--- src/core/teleprinter_pkg.sv ---
// constants and carrier types for the teleprinter control logic
package teleprinter_pkg;

  localparam int CHAR_W = 6;
  localparam int WORD_W = 15;
  localparam int REG_AW = 2;
  localparam int REG_DW = 8;

  // typewriter movement codes and two letter codes, same in either case
  localparam logic [5:0] MV_TAPE_FEED = 6'h00;
  localparam logic [5:0] MV_COLOR_SHIFT = 6'h02;
  localparam logic [5:0] MV_SPACE = 6'h04;
  localparam logic [5:0] MV_STOP_READ = 6'h23;
  localparam logic [5:0] MV_CR_LF = 6'h25;
  localparam logic [5:0] MV_SHIFT_UP = 6'h27;
  localparam logic [5:0] MV_TAB = 6'h29;
  localparam logic [5:0] MV_SHIFT_DOWN = 6'h2F;
  localparam logic [5:0] MV_BACKSPACE = 6'h31;
  localparam logic [5:0] MV_CODE_DELETE = 6'h3F;
  localparam logic [5:0] CH_LETTER_A = 6'h18;
  localparam logic [5:0] CH_LETTER_B = 6'h13;

  // function codes carried with the external-function qualifier
  localparam logic [5:0] FN_FAULT = 6'h01;
  localparam logic [5:0] FN_MASTER_CLEAR = 6'h08;
  localparam logic [5:0] FN_ENABLE_OUTPUT = 6'h02;
  localparam logic [5:0] FN_DISABLE_OUTPUT = 6'h03;
  localparam logic [5:0] FN_ENABLE_INPUT = 6'h04;
  localparam logic [5:0] FN_DISABLE_INPUT = 6'h05;

  // register indices on the software port
  localparam logic [REG_AW-1:0] REG_STATUS = 2'h0;
  localparam logic [REG_AW-1:0] REG_IN_CHAR = 2'h1;
  localparam logic [REG_AW-1:0] REG_CTRL = 2'h2;

  // status field positions
  localparam int ST_INPUT = 0;
  localparam int ST_OUTPUT = 1;
  localparam int ST_FAULT = 2;
  localparam int ST_UPPER = 3;
  localparam int ST_ONLINE = 4;
  localparam int ST_IN_FULL = 5;
  localparam int ST_READ_STOP = 6;
  localparam int ST_MOTOR_REQ = 7;

  localparam int CTRL_PUNCH = 0;
  localparam logic [REG_DW-1:0] CTRL_RESET = 8'h00;

  // panel pushbutton positions
  localparam int BTN_INPUT = 0;
  localparam int BTN_INPUT_CLR = 1;
  localparam int BTN_OUTPUT = 2;
  localparam int BTN_OUTPUT_CLR = 3;
  localparam int BTN_FAULT_CLR = 4;
  localparam int BTN_MASTER_CLR = 5;
  localparam int BTN_COUNT = 6;

  typedef struct packed {
    logic strobe;
    logic ext_func;
    logic [WORD_W-1:0] word;
  } chan_word_t;

  typedef struct packed {
    logic print;
    logic upper;
    logic carriage_return;
    logic space;
    logic tab;
    logic backspace;
    logic shift_up;
    logic shift_down;
    logic tape_feed;
    logic code_delete;
    logic stop_read;
    logic color_shift;
    logic [CHAR_W-1:0] code;
  } action_t;

endpackage

--- src/core/press_detect.sv ---
// rising-edge pulses for the panel pushbuttons
`timescale 1ns/1ps
`default_nettype none
module press_detect import teleprinter_pkg::*; #(
  parameter int W = BTN_COUNT
) (
  input wire logic clk_sys,
  input wire logic reset_n,
  input wire logic clk_en,
  input wire logic [W-1:0] btn,
  output logic [W-1:0] press
);
  logic [W-1:0] prev_q;
  logic [W-1:0] press_q;
  wire logic [W-1:0] press_d = btn & ~prev_q;

  // a held button acts once, not every cycle
  always_ff @(posedge clk_sys or negedge reset_n) begin
    if (!reset_n) begin
      prev_q <= '0;
      press_q <= '0;
    end else if (clk_en) begin
      prev_q <= btn;
      press_q <= press_d;
    end
  end

  assign press = press_q;
endmodule // press_detect
`default_nettype wire

--- src/core/char_decoder.sv ---
// registered decode of a six-bit code into one typewriter action
`timescale 1ns/1ps
`default_nettype none
module char_decoder import teleprinter_pkg::*; (
  input wire logic clk_sys,
  input wire logic reset_n,
  input wire logic clk_en,
  input wire logic take,
  input wire logic [CHAR_W-1:0] code,
  input wire logic upper,
  output action_t action
);
  action_t act_q;
  action_t act_d;

  wire logic is_move = (code == MV_TAPE_FEED) || (code == MV_COLOR_SHIFT) ||
    (code == MV_SPACE) || (code == MV_STOP_READ) || (code == MV_CR_LF) ||
    (code == MV_SHIFT_UP) || (code == MV_TAB) || (code == MV_SHIFT_DOWN) ||
    (code == MV_BACKSPACE) || (code == MV_CODE_DELETE);

  always_comb begin
    act_d = '0;
    if (take) begin
      act_d.code = code;
      act_d.print = !is_move;
      act_d.upper = upper;
      act_d.carriage_return = (code == MV_CR_LF);
      act_d.shift_up = (code == MV_SHIFT_UP);
      act_d.shift_down = (code == MV_SHIFT_DOWN);
      act_d.tape_feed = (code == MV_TAPE_FEED);
      act_d.tab = (code == MV_TAB);
      act_d.backspace = (code == MV_BACKSPACE);
      act_d.code_delete = (code == MV_CODE_DELETE);
      act_d.space = (code == MV_SPACE);
      act_d.stop_read = (code == MV_STOP_READ);
      act_d.color_shift = (code == MV_COLOR_SHIFT);
    end
  end

  always_ff @(posedge clk_sys or negedge reset_n) begin
    if (!reset_n) begin
      act_q <= '0;
    end else if (clk_en) begin
      act_q <= act_d;
    end
  end

  assign action = act_q;
endmodule // char_decoder
`default_nettype wire

--- src/core/teleprinter_control.sv ---
// teleprinter control: channel zero functions, modes, panel and relays
// Operation
// - the attachment never raises an interrupt or sends a status report
// - in output mode a code drives its action: 45 return, 30 prints A
// - letters share one code for both cases; shift state picks the case
// - 47 shifts up, 57 shifts down, 00 feeds tape without printing
// - 51 tabs, 61 backspaces, 77 deletes, 04 spaces, 43 stops reading
// - input mode from computer or pushbutton lights the input lamp
// - clear button under input button resets input mode
// - output mode from computer or pushbutton lights the output lamp
// - clear button under output button resets output mode
// - function 01 only sets the fault flag and lamp
// - fault clear button resets the fault flag without the computer
// - function 10 or master clear button clears modes, fault, shift case and input flags; ctrl register kept
// - manual operation keeps typewriter working, computer control disabled
// - off-line: motor power on, logic motor request held inactive
// - off-line: reader clutch path enabled and ready lamp lit
// - on-line: motor and reader governed only by logic and computer
// - on-line: motor runs only while a motor request is active
// - on-line input: reader clutch driven by input-mode logic
// - function words need the qualifier; others are data
// - characters ride on the six lowest bits of the word
`timescale 1ns/1ps
`default_nettype none
module teleprinter_control import teleprinter_pkg::*; (
  input wire logic clk_sys,
  input wire logic reset_n,
  input wire logic clk_en,
  input wire chan_word_t chan,
  output logic chan_ack,
  input wire logic online_switch_contacts,
  input wire logic [BTN_COUNT-1:0] panel_btn,
  input wire logic tw_busy,
  input wire logic tw_in_valid,
  input wire logic [CHAR_W-1:0] tw_in_code,
  output action_t tw_action,
  output logic motor_power_relay,
  output logic motor_request,
  output logic reader_enable_relay,
  output logic ready_lamp,
  output logic input_lamp,
  output logic output_lamp,
  output logic fault_lamp,
  output logic punch_enable,
  input wire logic [REG_AW-1:0] reg_addr,
  input wire logic [REG_DW-1:0] reg_wdata,
  input wire logic reg_wr,
  input wire logic reg_rd,
  output logic [REG_DW-1:0] reg_rdata
);
  // no interrupt or status-report path exists on this channel

  logic in_mode_q;
  logic in_mode_d;
  logic out_mode_q;
  logic out_mode_d;
  logic fault_q;
  logic fault_d;
  logic upper_q;
  logic upper_d;
  logic in_full_q;
  logic in_full_d;
  logic read_stop_q;
  logic read_stop_d;
  logic [CHAR_W-1:0] in_char_q;
  logic [REG_DW-1:0] ctrl_q;
  logic [REG_DW-1:0] rdata_q;
  logic [REG_DW-1:0] rdata_d;
  logic [REG_DW-1:0] status_w;
  logic ack_q;
  logic motor_req_q;
  logic motor_pwr_q;
  logic reader_q;
  logic ready_q;
  logic punch_q;
  logic [BTN_COUNT-1:0] press;

  press_detect #(.W(BTN_COUNT)) u_press (
    .clk_sys(clk_sys),
    .reset_n(reset_n),
    .clk_en(clk_en),
    .btn(panel_btn),
    .press(press)
  );

  // contacts closed means manual, off-line use
  wire logic offline = online_switch_contacts;
  wire logic online = !offline;

  // the computer reaches nothing while off-line
  wire logic word_in = clk_en && online && chan.strobe;
  wire logic fn_take = word_in && chan.ext_func;
  wire logic [CHAR_W-1:0] fn_code = chan.word[CHAR_W-1:0];
  wire logic [CHAR_W-1:0] data_code = chan.word[CHAR_W-1:0];
  wire logic data_take = word_in && !chan.ext_func && out_mode_q;

  wire logic fn_fault = fn_take && (fn_code == FN_FAULT);
  wire logic fn_mclr = fn_take && (fn_code == FN_MASTER_CLEAR);
  wire logic fn_en_out = fn_take && (fn_code == FN_ENABLE_OUTPUT);
  wire logic fn_dis_out = fn_take && (fn_code == FN_DISABLE_OUTPUT);
  wire logic fn_en_in = fn_take && (fn_code == FN_ENABLE_INPUT);
  wire logic fn_dis_in = fn_take && (fn_code == FN_DISABLE_INPUT);
  // any other code decodes to none of the strobes above
  wire logic fn_unknown = fn_take && !(fn_fault || fn_mclr || fn_en_out ||
    fn_dis_out || fn_en_in || fn_dis_in);

  // panel presses act only on clock-enabled cycles
  wire logic [BTN_COUNT-1:0] pb = press & {BTN_COUNT{clk_en}};
  wire logic mclr = fn_mclr || pb[BTN_MASTER_CLR];

  // mode changes: output wins a tie so the modes stay exclusive
  wire logic set_out = fn_en_out || pb[BTN_OUTPUT];
  wire logic set_in = (fn_en_in || pb[BTN_INPUT]) && !set_out;
  wire logic clr_out = mclr || fn_dis_out || pb[BTN_OUTPUT_CLR] || set_in;
  wire logic clr_in = mclr || fn_dis_in || pb[BTN_INPUT_CLR] || set_out;

  // fault: an incoming code beats a clear in the same cycle
  wire logic set_fault = fn_fault;
  wire logic clr_fault = mclr || pb[BTN_FAULT_CLR];

  wire logic shift_up = data_take && (data_code == MV_SHIFT_UP);
  wire logic shift_dn = data_take && (data_code == MV_SHIFT_DOWN);

  // characters read from tape while in input mode
  wire logic in_take = clk_en && online && in_mode_q && tw_in_valid &&
    !read_stop_q;
  wire logic in_stop = in_take && (tw_in_code == MV_STOP_READ);
  wire logic in_read = clk_en && reg_rd && (reg_addr == REG_IN_CHAR);

  // three requests: input mode, output mode, mechanism busy
  wire logic req_d = online && (in_mode_q || out_mode_q || tw_busy);
  wire logic pwr_d = offline || req_d;
  wire logic reader_d = offline || (in_mode_q && !read_stop_q);

  wire logic ctrl_wr = clk_en && reg_wr && (reg_addr == REG_CTRL);

  always_comb begin
    in_mode_d = in_mode_q;
    if (set_in) begin
      in_mode_d = 1'b1;
    end else if (clr_in) begin
      in_mode_d = 1'b0;
    end
    out_mode_d = out_mode_q;
    if (set_out) begin
      out_mode_d = 1'b1;
    end else if (clr_out) begin
      out_mode_d = 1'b0;
    end
    fault_d = fault_q;
    if (set_fault) begin
      fault_d = 1'b1;
    end else if (clr_fault) begin
      fault_d = 1'b0;
    end
    upper_d = upper_q;
    if (mclr || shift_dn) begin
      upper_d = 1'b0;
    end else if (shift_up) begin
      upper_d = 1'b1;
    end
    in_full_d = in_full_q;
    if (in_take) begin
      in_full_d = 1'b1;
    end else if (in_read || mclr) begin
      in_full_d = 1'b0;
    end
    read_stop_d = read_stop_q;
    if (in_stop) begin
      read_stop_d = 1'b1;
    end else if (mclr || set_in) begin
      read_stop_d = 1'b0;
    end
  end

  always_comb begin
    status_w = '0;
    status_w[ST_INPUT] = in_mode_q;
    status_w[ST_OUTPUT] = out_mode_q;
    status_w[ST_FAULT] = fault_q;
    status_w[ST_UPPER] = upper_q;
    status_w[ST_ONLINE] = online;
    status_w[ST_IN_FULL] = in_full_q;
    status_w[ST_READ_STOP] = read_stop_q;
    status_w[ST_MOTOR_REQ] = motor_req_q;
  end

  // unmapped reads answer zero
  always_comb begin
    rdata_d = '0;
    if (reg_rd) begin
      case (reg_addr)
        REG_STATUS: rdata_d = status_w;
        REG_IN_CHAR: rdata_d = {{(REG_DW-CHAR_W){1'b0}}, in_char_q};
        REG_CTRL: rdata_d = ctrl_q;
        default: rdata_d = '0;
      endcase
    end
  end

  always_ff @(posedge clk_sys or negedge reset_n) begin
    if (!reset_n) begin
      in_mode_q <= 1'b0;
      out_mode_q <= 1'b0;
      fault_q <= 1'b0;
      upper_q <= 1'b0;
      in_full_q <= 1'b0;
      read_stop_q <= 1'b0;
    end else if (clk_en) begin
      in_mode_q <= in_mode_d;
      out_mode_q <= out_mode_d;
      fault_q <= fault_d;
      upper_q <= upper_d;
      in_full_q <= in_full_d;
      read_stop_q <= read_stop_d;
    end
  end

  always_ff @(posedge clk_sys or negedge reset_n) begin
    if (!reset_n) begin
      in_char_q <= '0;
    end else if (in_take) begin
      in_char_q <= tw_in_code;
    end
  end

  // ctrl is software's, so master clear leaves it alone
  always_ff @(posedge clk_sys or negedge reset_n) begin
    if (!reset_n) begin
      ctrl_q <= CTRL_RESET;
    end else if (ctrl_wr) begin
      ctrl_q <= reg_wdata;
    end
  end

  always_ff @(posedge clk_sys or negedge reset_n) begin
    if (!reset_n) begin
      rdata_q <= '0;
      ack_q <= 1'b0;
    end else if (clk_en) begin
      rdata_q <= rdata_d;
      ack_q <= fn_take || data_take;
    end
  end

  always_ff @(posedge clk_sys or negedge reset_n) begin
    if (!reset_n) begin
      motor_req_q <= 1'b0;
      motor_pwr_q <= 1'b0;
      reader_q <= 1'b0;
      ready_q <= 1'b0;
      punch_q <= 1'b0;
    end else if (clk_en) begin
      motor_req_q <= req_d;
      motor_pwr_q <= pwr_d;
      reader_q <= reader_d;
      ready_q <= offline;
      punch_q <= online && out_mode_d && ctrl_q[CTRL_PUNCH];
    end
  end

  char_decoder u_dec (
    .clk_sys(clk_sys),
    .reset_n(reset_n),
    .clk_en(clk_en),
    .take(data_take),
    .code(data_code),
    .upper(upper_q),
    .action(tw_action)
  );

  assign chan_ack = ack_q;
  assign motor_power_relay = motor_pwr_q;
  assign motor_request = motor_req_q;
  assign reader_enable_relay = reader_q;
  assign ready_lamp = ready_q;
  assign input_lamp = in_mode_q;
  assign output_lamp = out_mode_q;
  assign fault_lamp = fault_q;
  assign punch_enable = punch_q;
  assign reg_rdata = rdata_q;
endmodule // teleprinter_control
`default_nettype wire

--- config.mk ---
export PLATFORM = sky130hd
export DESIGN_NAME = teleprinter_control
export DESIGN_NICKNAME = d
export VERILOG_FILES = /design/src/core/teleprinter_pkg.sv /design/src/core/press_detect.sv /design/src/core/char_decoder.sv /design/src/core/teleprinter_control.sv
export SDC_FILE = /design/constraint.sdc
export NUM_CORES = 1
export LEC_CHECK = 0
export ABC_AREA = 1
export BUFFER_PORTS_ARGS = -buffer_cell sky130_fd_sc_hd__buf_2
export CAP_MARGIN = 20
export CORE_UTILIZATION = 33
export DETAILED_ROUTE_END_ITERATION = 8
export SKIP_LAST_GASP = 1
export SLEW_MARGIN = 20
export SYNTH_ARGS = -nofsm -noshare
export SYNTH_HDL_FRONTEND = slang
export SYNTH_SLANG_ARGS = --single-unit
--- constraint.sdc ---
create_clock -name clk_sys -period 1.7 [get_ports clk_sys]
set_input_delay 0.085 -clock clk_sys [delete_from_list [all_inputs] [get_ports clk_sys]]
set_output_delay 0.085 -clock clk_sys [all_outputs]
set_load 0.005 [all_outputs]
**Word-level counts from Yosys, hierarchy flattened**

Index checks and enable logic that the tools add are counted.

- Output and inout port bits: 35
- Flip-flop bits (word level): 64
- Word-level logic and storage cells: 134

- Reductions and logical operators: 70
- Bitwise gates (word level): 3
- Muxes and demuxes: 15
- Equal/unequal tests: 16

Operator list:

| cell | count |
|---|---|
| 6-bit == test, second input constant | 8 |
| 1-bit logical OR | 27 |
| 1-bit logical AND | 26 |
| 8-bit one-hot mux with 3 select lines | 1 |
| 18-bit 2-to-1 mux | 1 |
| 6-bit AND | 2 |
| 6-bit by 2-bit == test with 1-bit output, second input constant | 2 |
| 6-bit by 3-bit == test with 1-bit output, second input constant | 2 |
| 1-bit 2-to-1 mux | 12 |
| 2-bit AND reduction | 5 |
| 2-bit nonzero test | 5 |
| 8-bit 2-to-1 mux | 1 |
| 6-bit by 1-bit == test with 1-bit output, second input constant | 1 |
| 6-bit by 4-bit == test with 1-bit output, second input constant | 1 |
| 6-bit logical NOT | 1 |
| 6-bit inverter | 1 |
| 1-bit logical NOT | 5 |
| 2-bit by 1-bit == test with 1-bit output, second input constant | 1 |
| 2-bit == test, second input constant | 1 |
| 2-bit logical NOT | 1 |

**Logic depth before layout (Yosys ltp)**

Gate-level depths: netlist (run 1).

- Word-level depth: 13
- Mapped depth: 9
- Mapped depth without buffers: 9

**Hierarchy**

From an unflattened synthesis (run 1), not the netlist that was laid out.

- Cell total of the unflattened synthesis: 343
- Area, all modules: 2965.3 um^2

Modules (own cells, without submodules):

| module | area an instance (um^2) | seq. area each (um^2) | cells each | times used |
|---|---|---|---|---|
| teleprinter_control | 1681.6 | 850.8 | 193 | 1 |
| char_decoder | 798.3 | 450.4 | 99 | 1 |
| press_detect | 485.5 | 300.3 | 51 | 1 |

**Worst setup path after synthesis (run 1)**

Ideal clock, no wire load.

- Path kind: register to register
- From: reg in_mode_q (netlist: input_lamp)
- To: reg read_stop_q
- Cell stages (with the launch flop): 7
- Arrival: 1.023 ns
- Data required time: 1.634 ns
- Path buffers: 0
- Path slack: 0.611 ns
- Cell sequence: dfrtp_1 > inv_1 > nor2_1 > nand3_2 > inv_1 > nand4_1 > nand2_1

- Word-level cells in the longest chain between the ends: 6

RTL lines:

| item | RTL line | text |
|---|---|---|
| start, declared | teleprinter_control.sv:53 | `logic in_mode_q;` |
| start signal, assigned | teleprinter_control.sv:210 | `in_mode_q <= in_mode_d;` |
| 1-bit logical AND * (3 in series) | teleprinter_control.sv:125 | `wire logic in_take = clk_en && online && in_mode_q && tw_in_valid &&` |
| 1-bit logical AND * | teleprinter_control.sv:127 | `wire logic in_stop = in_take && (tw_in_code == MV_STOP_READ);` |
| 2-bit nonzero test (no line) | n/a |  |
| 2-bit AND reduction (no line) | n/a |  |
| end signal, assigned | teleprinter_control.sv:215 | `read_stop_q <= read_stop_d;` |
| end, declared | teleprinter_control.sv:63 | `logic read_stop_q;` |

Mark *: on every way between the ends. The rest lies on a longest branch, timed or not.
A chain may end at the register's enable or synchronous reset.

**Final worst setup path (run 1)**

- From: reg out_mode_q (netlist: output_lamp)
- To: reg upper_q

- Word-level cells in the longest chain between the ends: 5

RTL lines:

| item | RTL line | text |
|---|---|---|
| start, declared | teleprinter_control.sv:55 | `logic out_mode_q;` |
| start signal, assigned | teleprinter_control.sv:211 | `out_mode_q <= out_mode_d;` |
| 1-bit logical AND * | teleprinter_control.sv:95 | `wire logic data_take = word_in && !chan.ext_func && out_mode_q;` |
| 1-bit logical AND | teleprinter_control.sv:122 | `wire logic shift_dn = data_take && (data_code == MV_SHIFT_DOWN);` |
| 1-bit logical OR | teleprinter_control.sv:157 | `if (mclr \|\| shift_dn) begin` |
| 2-bit nonzero test (no line) | n/a |  |
| 2-bit AND reduction (no line) | n/a |  |
| end signal, assigned | teleprinter_control.sv:213 | `upper_q <= upper_d;` |
| end, declared | teleprinter_control.sv:59 | `logic upper_q;` |

Marked as above.

==> flow_metrics.py, run 1 <==
metrics = {
    "status": {
        "status": "completed",
    },
    "pwr": {
        "p_int_w": 0.00252,
        "total_power_w": 0.00344,
        "swShare_pct": 26.7,
        "pwr-share-comb_pct": 15.7,
        "p_leak_nw": 1.91,
        "netSwitchingPower_w": 0.000916,
        "power-per-cell-area_nw_per_um2": 943,
        "seqPwrFrac_pct": 52.3,
        "vdd_drop_max_mv": 0.341,
        "pwr-share-clk_pct": 32.0,
    },
    "synth": {
        "netlist_instances": 311,
        "synth_most_common_cell": "nand2_1",
        "synth-async-reset-ratio_pct": 100,
        "synth_top_area_cell": "dfrtp_1",
        "synth.distinct_cells": 26,
        "ys_ff_latch": 64,
        "synthTopCellsByCount": "nand2_1, dfrtp_1, inv_1",
        "ys_warn_count": 0,
        "synth.yosys.seq_area_share_pct": 56.8,
        "yosys.area.top_type_share_pct": 56.8,
        "synth_top_cells_by_area": "dfrtp_1, nand2_1, o21ai_0",
        "syn_avg_cell_area_um2": 9.06,
        "ys.flop_type": "dfrtp_1",
        "synth_edf_count": 0,
        "synthesis.area_um2": 2820,
        "synth_fp_nets": 358,
    },
    "cts": {
        "cts-htree-levels": 3,
        "clkSlewWorstSetupHoldPaths_ps": 60,
        "cts_tree": "yes",
        "cts_root_buf": "clkbuf_8",
        "cts.sinks": 64,
        "cts_max_path_buffers": 2,
        "cts.repair.resized": 0,
        "cts_buffers": 9,
        "cts_setup_buffers": 0,
        "clk_latency_ps": 330,
    },
    "worst_setup_path": {
        "required_ps": 1960,
        "cp_max_fo": 12,
        "crit_family": "flip-flops",
        "critPathBufInv": 1,
        "cp.arrival_ps": 1550,
        "path_cells": "nand4_2 > inv_2 > nand4_1 > a21oi_1",
        "max_stage_delay_ps": 430,
        "worst_path_max_delay_cell": "dfrtp_1",
        "reg2reg_from": "output_lamp",
        "reg2reg_depth": 4,
        "start_kind": "register",
        "end_kind": "register",
        "r2r_end": "upper_q",
        "critical_path_class": "reg -> reg",
        "reg2reg_slack_ps": 410,
    },
    "timing": {
        "grt_setup_unrepaired": "no",
        "setup_viol": 0,
        "fin_crit_sh_pct": 75.9,
        "skew_ps": 3.26,
        "timing.fmax_mhz": 775,
        "tns_ps": 0,
        "hold_viol": 0,
        "slew_viol_final": 0,
        "worst_slew_pin_slew_ps": 489,
        "finalCriticalPeriod_ps": 1290,
        "maxSlewHeadroom_pct": 67.4,
    },
    "place": {
        "io_buffer_count": 72,
        "post-place-cells": 484,
        "hpwl_um": 5040,
        "place_congestion": 0.884,
        "placed_area_um2": 3310,
    },
    "route": {
        "met2RoutedLength_um": 3230,
        "m1WireLength_um": 3350,
        "wl_met3_um": 300,
        "dr.max_layer_used": "met4",
        "drt_iter0_drc": 139,
        "ant_nets": 0,
        "first_pass_iters": 4,
        "drt_wl_total_um": 6950,
        "routedWlPerCell_um": 13.5,
        "via_per_inst": 4.69,
        "vias": 2411,
        "drcViolationCount": 0,
    },
    "finish": {
        "fin_nets": 454,
        "design_area_um2": 3640,
        "n_antenna_cell": 0,
        "drive_gt1_share_pct": 27.1,
        "fin_cells": 514,
        "area_growth_pct": 29.3,
    },
    "global_route": {
        "grt_pass1_vias": 2417,
        "grt_max_degree": 45,
        "grt_pass1_wl_um": 11600,
        "antenna_found_initial": 0,
        "overflow": 0,
        "grt_use_total_pct": 17.1,
    },
    "worst_hold_path": {
        "min_to": "ctrl_q[0]",
        "worstHoldPathCells": 3,
        "min_from": "reg_wdata[0]",
        "min_path_type": "in -> reg",
    },
    "floorplan": {
        "die_h_um": 94.4,
        "die_area_um2": 8910,
        "fp.dieW_um": 94.4,
        "rows": 33,
        "core_um2": 8260,
        "ios": 82,
        "start_util_pct": 34.1,
    },
    "job": {
        "drv_cap": 0,
    },
}
==> metal layers <==
metal | track usage (%) | up-vias
met3 | 3.70 | 6
met4 | 7.69 | 0
met5 | 0 | -
met2 | 25.5 | 57
li1 | - | 1211
met1 | 23.9 | 1137
==> power by group through the flow <==
stage	sequential [W]	clock, W	combinational (W)
5_1_grt	0.00182	0.00121	0.000622
6_report	0.00180	0.00110	0.000540
2_1_floorplan	0.00181	0	0.000286
3_3_place_gp	0.00182	0	0.000506
3_5_place_dp	0.00182	0	0.000511
4_1_cts	0.00180	0.00114	0.000545
==> cell type report <==
type / count / area, um^2
repair buffers: 92 / 566
clock buffers: 12 / 155
inverters: 35 / 131
clock inverters: 1 / 5.00
fillers: 849 / 4610
well taps: 105 / 131
flip-flops and latches: 64 / 1600
multi-input cells: 205 / 1050
==> cell usage in the layout, fill, tap and decap left out, types with 7 or more instances in the layout <==
master / instances
inv_1: 32
mux2_2: 7
clkbuf_8: 11
nor2_1: 26
dlygate4sd3_1: 17
o21ai_0: 31
nand2_1: 82
dfrtp_1: 64
nand3_1: 10
buf_2: 72
==> flip-flops by register name, indices dropped and copies added (netlist names), 6 cells and up <==
| signal | flops |
|---|---|
| reg_rdata | 8 |
| u_press.press | 6 |
| ctrl_q | 8 |
| in_char_q | 6 |
| u_dec.action | 18 |
| u_press.prev_q | 6 |
==> worst max path at each step <==
| stage | endpoint | cells past startpoint | slack [ps] | start |
|---|---|---|---|---|
| global placement | upper_q | 4 | 430 | output_lamp |
| finish | upper_q | 4 | 410 | output_lamp |
| CTS | upper_q | 4 | 400 | output_lamp |
| detailed placement | upper_q | 4 | 420 | output_lamp |
| floorplan | read_stop_q | 6 | 610 | input_lamp |
| global route | read_stop_q | 6 | 240 | input_lamp |
==> cell families (layout without fill, tap and decap cells) <==
| family | after synthesis | after routing | share of synthesized area [%] |
|---|---|---|---|
| buffers and inverters | 42 | 140 | 5.77 |
| AOI/OAI and AO/OA | 54 | 54 | 11.2 |
| and+or+nand+nor | 144 | 144 | 23.4 |
| DFF | 64 | 64 | 56.8 |
| muxes | 7 | 7 | 2.80 |
==> tightest hold or removal path, cell delays in order <==
cell and delay (ps):
buf_2 80, nor2_1 40, a21oi_1 100
==> what timing repair did <==
item	4_1_cts	5_1_grt
hold endpoints to repair	36	0
hold buffers	17	0
endpoints found under the setup margin	0	0
==> stage by stage <==
stage	hold slack (ps)	setup slack [ps]	util [%]
finish	16.2	409	44.1
global route	9.22	239	44.1
CTS	0.842	402	44.1
detailed placement	79.8	418	40.1
global placement	83.2	426	40.1
floorplan	-211	611	-
Power figures use the tool's default switching activity.
==> inputs of run 2 (changes only) <==
clock period = 1.1 ns   (was 1.7 ns; I/O delays follow)
==> flow_metrics.py, run 2 (synthesis results as in run 1) <==
metrics = {
    "worst_setup_path": {
        "reg2reg_depth": 2,
        "start_kind": "register",
        "cp_max_fo": 5,
        "path_cells": "a221oi_1 > o21ai_0",
        "end_kind": "register",
        "critical_path_class": "reg -> reg",
        "critPathBufInv": 0,
        "reg2reg_slack_ps": 30,
        "cp.arrival_ps": 1270,
        "endpoint": "reg_rdata[1]",
        "worst_path_max_delay_cell": "dfrtp_2",
        "max_stage_delay_ps": 450,
        "cp.depth": 2,
        "reg2reg_from": "output_lamp",
        "crit_family": "compound AO/OA/AOI/OAI gates",
        "crit_path_start": "output_lamp",
        "required_ps": 1310,
        "r2r_end": "reg_rdata[1]",
    },
    "route": {
        "first_pass_iters": 4,
        "routedWlPerCell_um": 13.3,
        "drcViolationCount": 0,
        "via_per_inst": 4.68,
        "drt_iter0_drc": 179,
        "ant_nets": 0,
        "vias": 2539,
        "drt_wl_total_um": 7200,
    },
    "global_route": {
        "overflow": 0,
        "antenna_found_initial": 0,
        "grt_max_degree": 65,
        "grt_pass1_wl_um": 11900,
        "grt_use_total_pct": 17.4,
        "grt_pass1_vias": 2511,
    },
    "timing": {
        "skew_ps": 9.68,
        "hold_viol": 0,
        "fin_crit_sh_pct": 97.0,
        "timing.fmax_mhz": 937,
        "finalCriticalPeriod_ps": 1070,
        "worst_hold_slack_ps": 9.46,
        "grt_setup_unrepaired": "yes",
        "worst_slew_pin_slew_ps": 365,
        "slew_viol_final": 0,
        "setup_viol": 0,
        "maxSlewHeadroom_pct": 75.6,
    },
    "place": {
        "io_buffer_count": 72,
        "hpwl_um": 5300,
        "place_congestion": 0.860,
        "placed_area_um2": 3460,
    },
    "floorplan": {
        "core_um2": 8260,
        "ios": 82,
        "fp.dieW_um": 94.4,
        "start_util_pct": 34.1,
        "rows": 33,
        "die_h_um": 94.4,
        "die_area_um2": 8910,
    },
    "finish": {
        "area_growth_pct": 39.2,
        "drive_gt1_share_pct": 32.3,
        "final_util_pct": 47.5,
        "layout_commonest_cell": "nand2_1",
        "largest_reg_flops": 18,
        "design_area_um2": 3920,
        "fin_nets": 479,
        "final_cell_mix": "nand2_1, buf_2, dfrtp_1, o21ai_0, inv_1",
        "n_antenna_cell": 0,
    },
    "cts": {
        "cts-htree-levels": 3,
        "clkSlewWorstSetupHoldPaths_ps": 60,
        "clk_latency_ps": 340,
        "cts_tree": "yes",
        "cts_buffers": 9,
        "cts.sinks": 64,
        "cts_root_buf": "clkbuf_8",
        "cts_max_path_buffers": 2,
    },
    "pwr": {
        "power-per-cell-area_nw_per_um2": 1460,
        "p_leak_nw": 2.05,
        "vdd_drop_max_mv": 0.568,
    },
    "status": {
        "status": "completed",
    },
    "worst_hold_path": {
        "min_path_type": "in -> reg",
    },
    "job": {
        "drv_cap": 0,
    },
}
run 2: layout make-up:
class	count	area [um^2]
Clock inverter	3	40.0
Inverter	35	136
Clock buffer	13	159
Tap cell	105	131
Multi-Input combinational cell	205	1090
Sequential cell	64	1600
Timing Repair Buffer	117	767
Fill cell	812	4340
run 2: how the worst min path moves through the flow:
stage | from | endpoint | cells past startpoint
CTS | chan[4] | u_dec.action[4] | 3
global route | chan[4] | u_dec.action[4] | 3
detailed placement | reset_n | u_press.prev_q[0] | 2
finish | chan[4] | u_dec.action[4] | 3
global placement | reset_n | u_press.prev_q[0] | 2
floorplan | reset_n | chan_ack | 0
run 2: metrics by stage:
stage                     setup WS (ps)  setup TNS, ps  instances  power [W]
after global placement            -27.9          -43.0        504    0.00366
final                              33.3              0        542    0.00573
after floorplan                    11.0              0        311    0.00323
after global routing              -24.9          -85.5        542    0.00605
after CTS                         -5.40          -10.0        541    0.00575
after detailed placement          -47.0           -106        504    0.00368
run 2: repair_timing:
item	4_1_cts	5_1_grt
hold buffers	21	0
pin swaps	0	4
gates resized for setup	1	13
buffers inserted	0	1
endpoints found under the setup margin	1	18
endpoints found under the hold margin	89	0
run 2: report_power, final:
part,internal (W),switching [W]
sequential,0.00263,0.000152
clock,0.00116,0.000836
combinational,0.000435,0.000509
run 2: worst register-to-register path: stages, from the launching register on:
cell and delay (ps):
dfrtp_2 450, a221oi_1 370, o21ai_0 120
run 2: per-layer routing:
metal  global-route usage (%)  vias up  routed length (um)
li1                         -     1261                   -
met2                     26.0       64                3310
met4                     9.36        0                 137
met3                     2.98       15                 305
met5                        0        -                   0
met1                     24.1     1199                3440
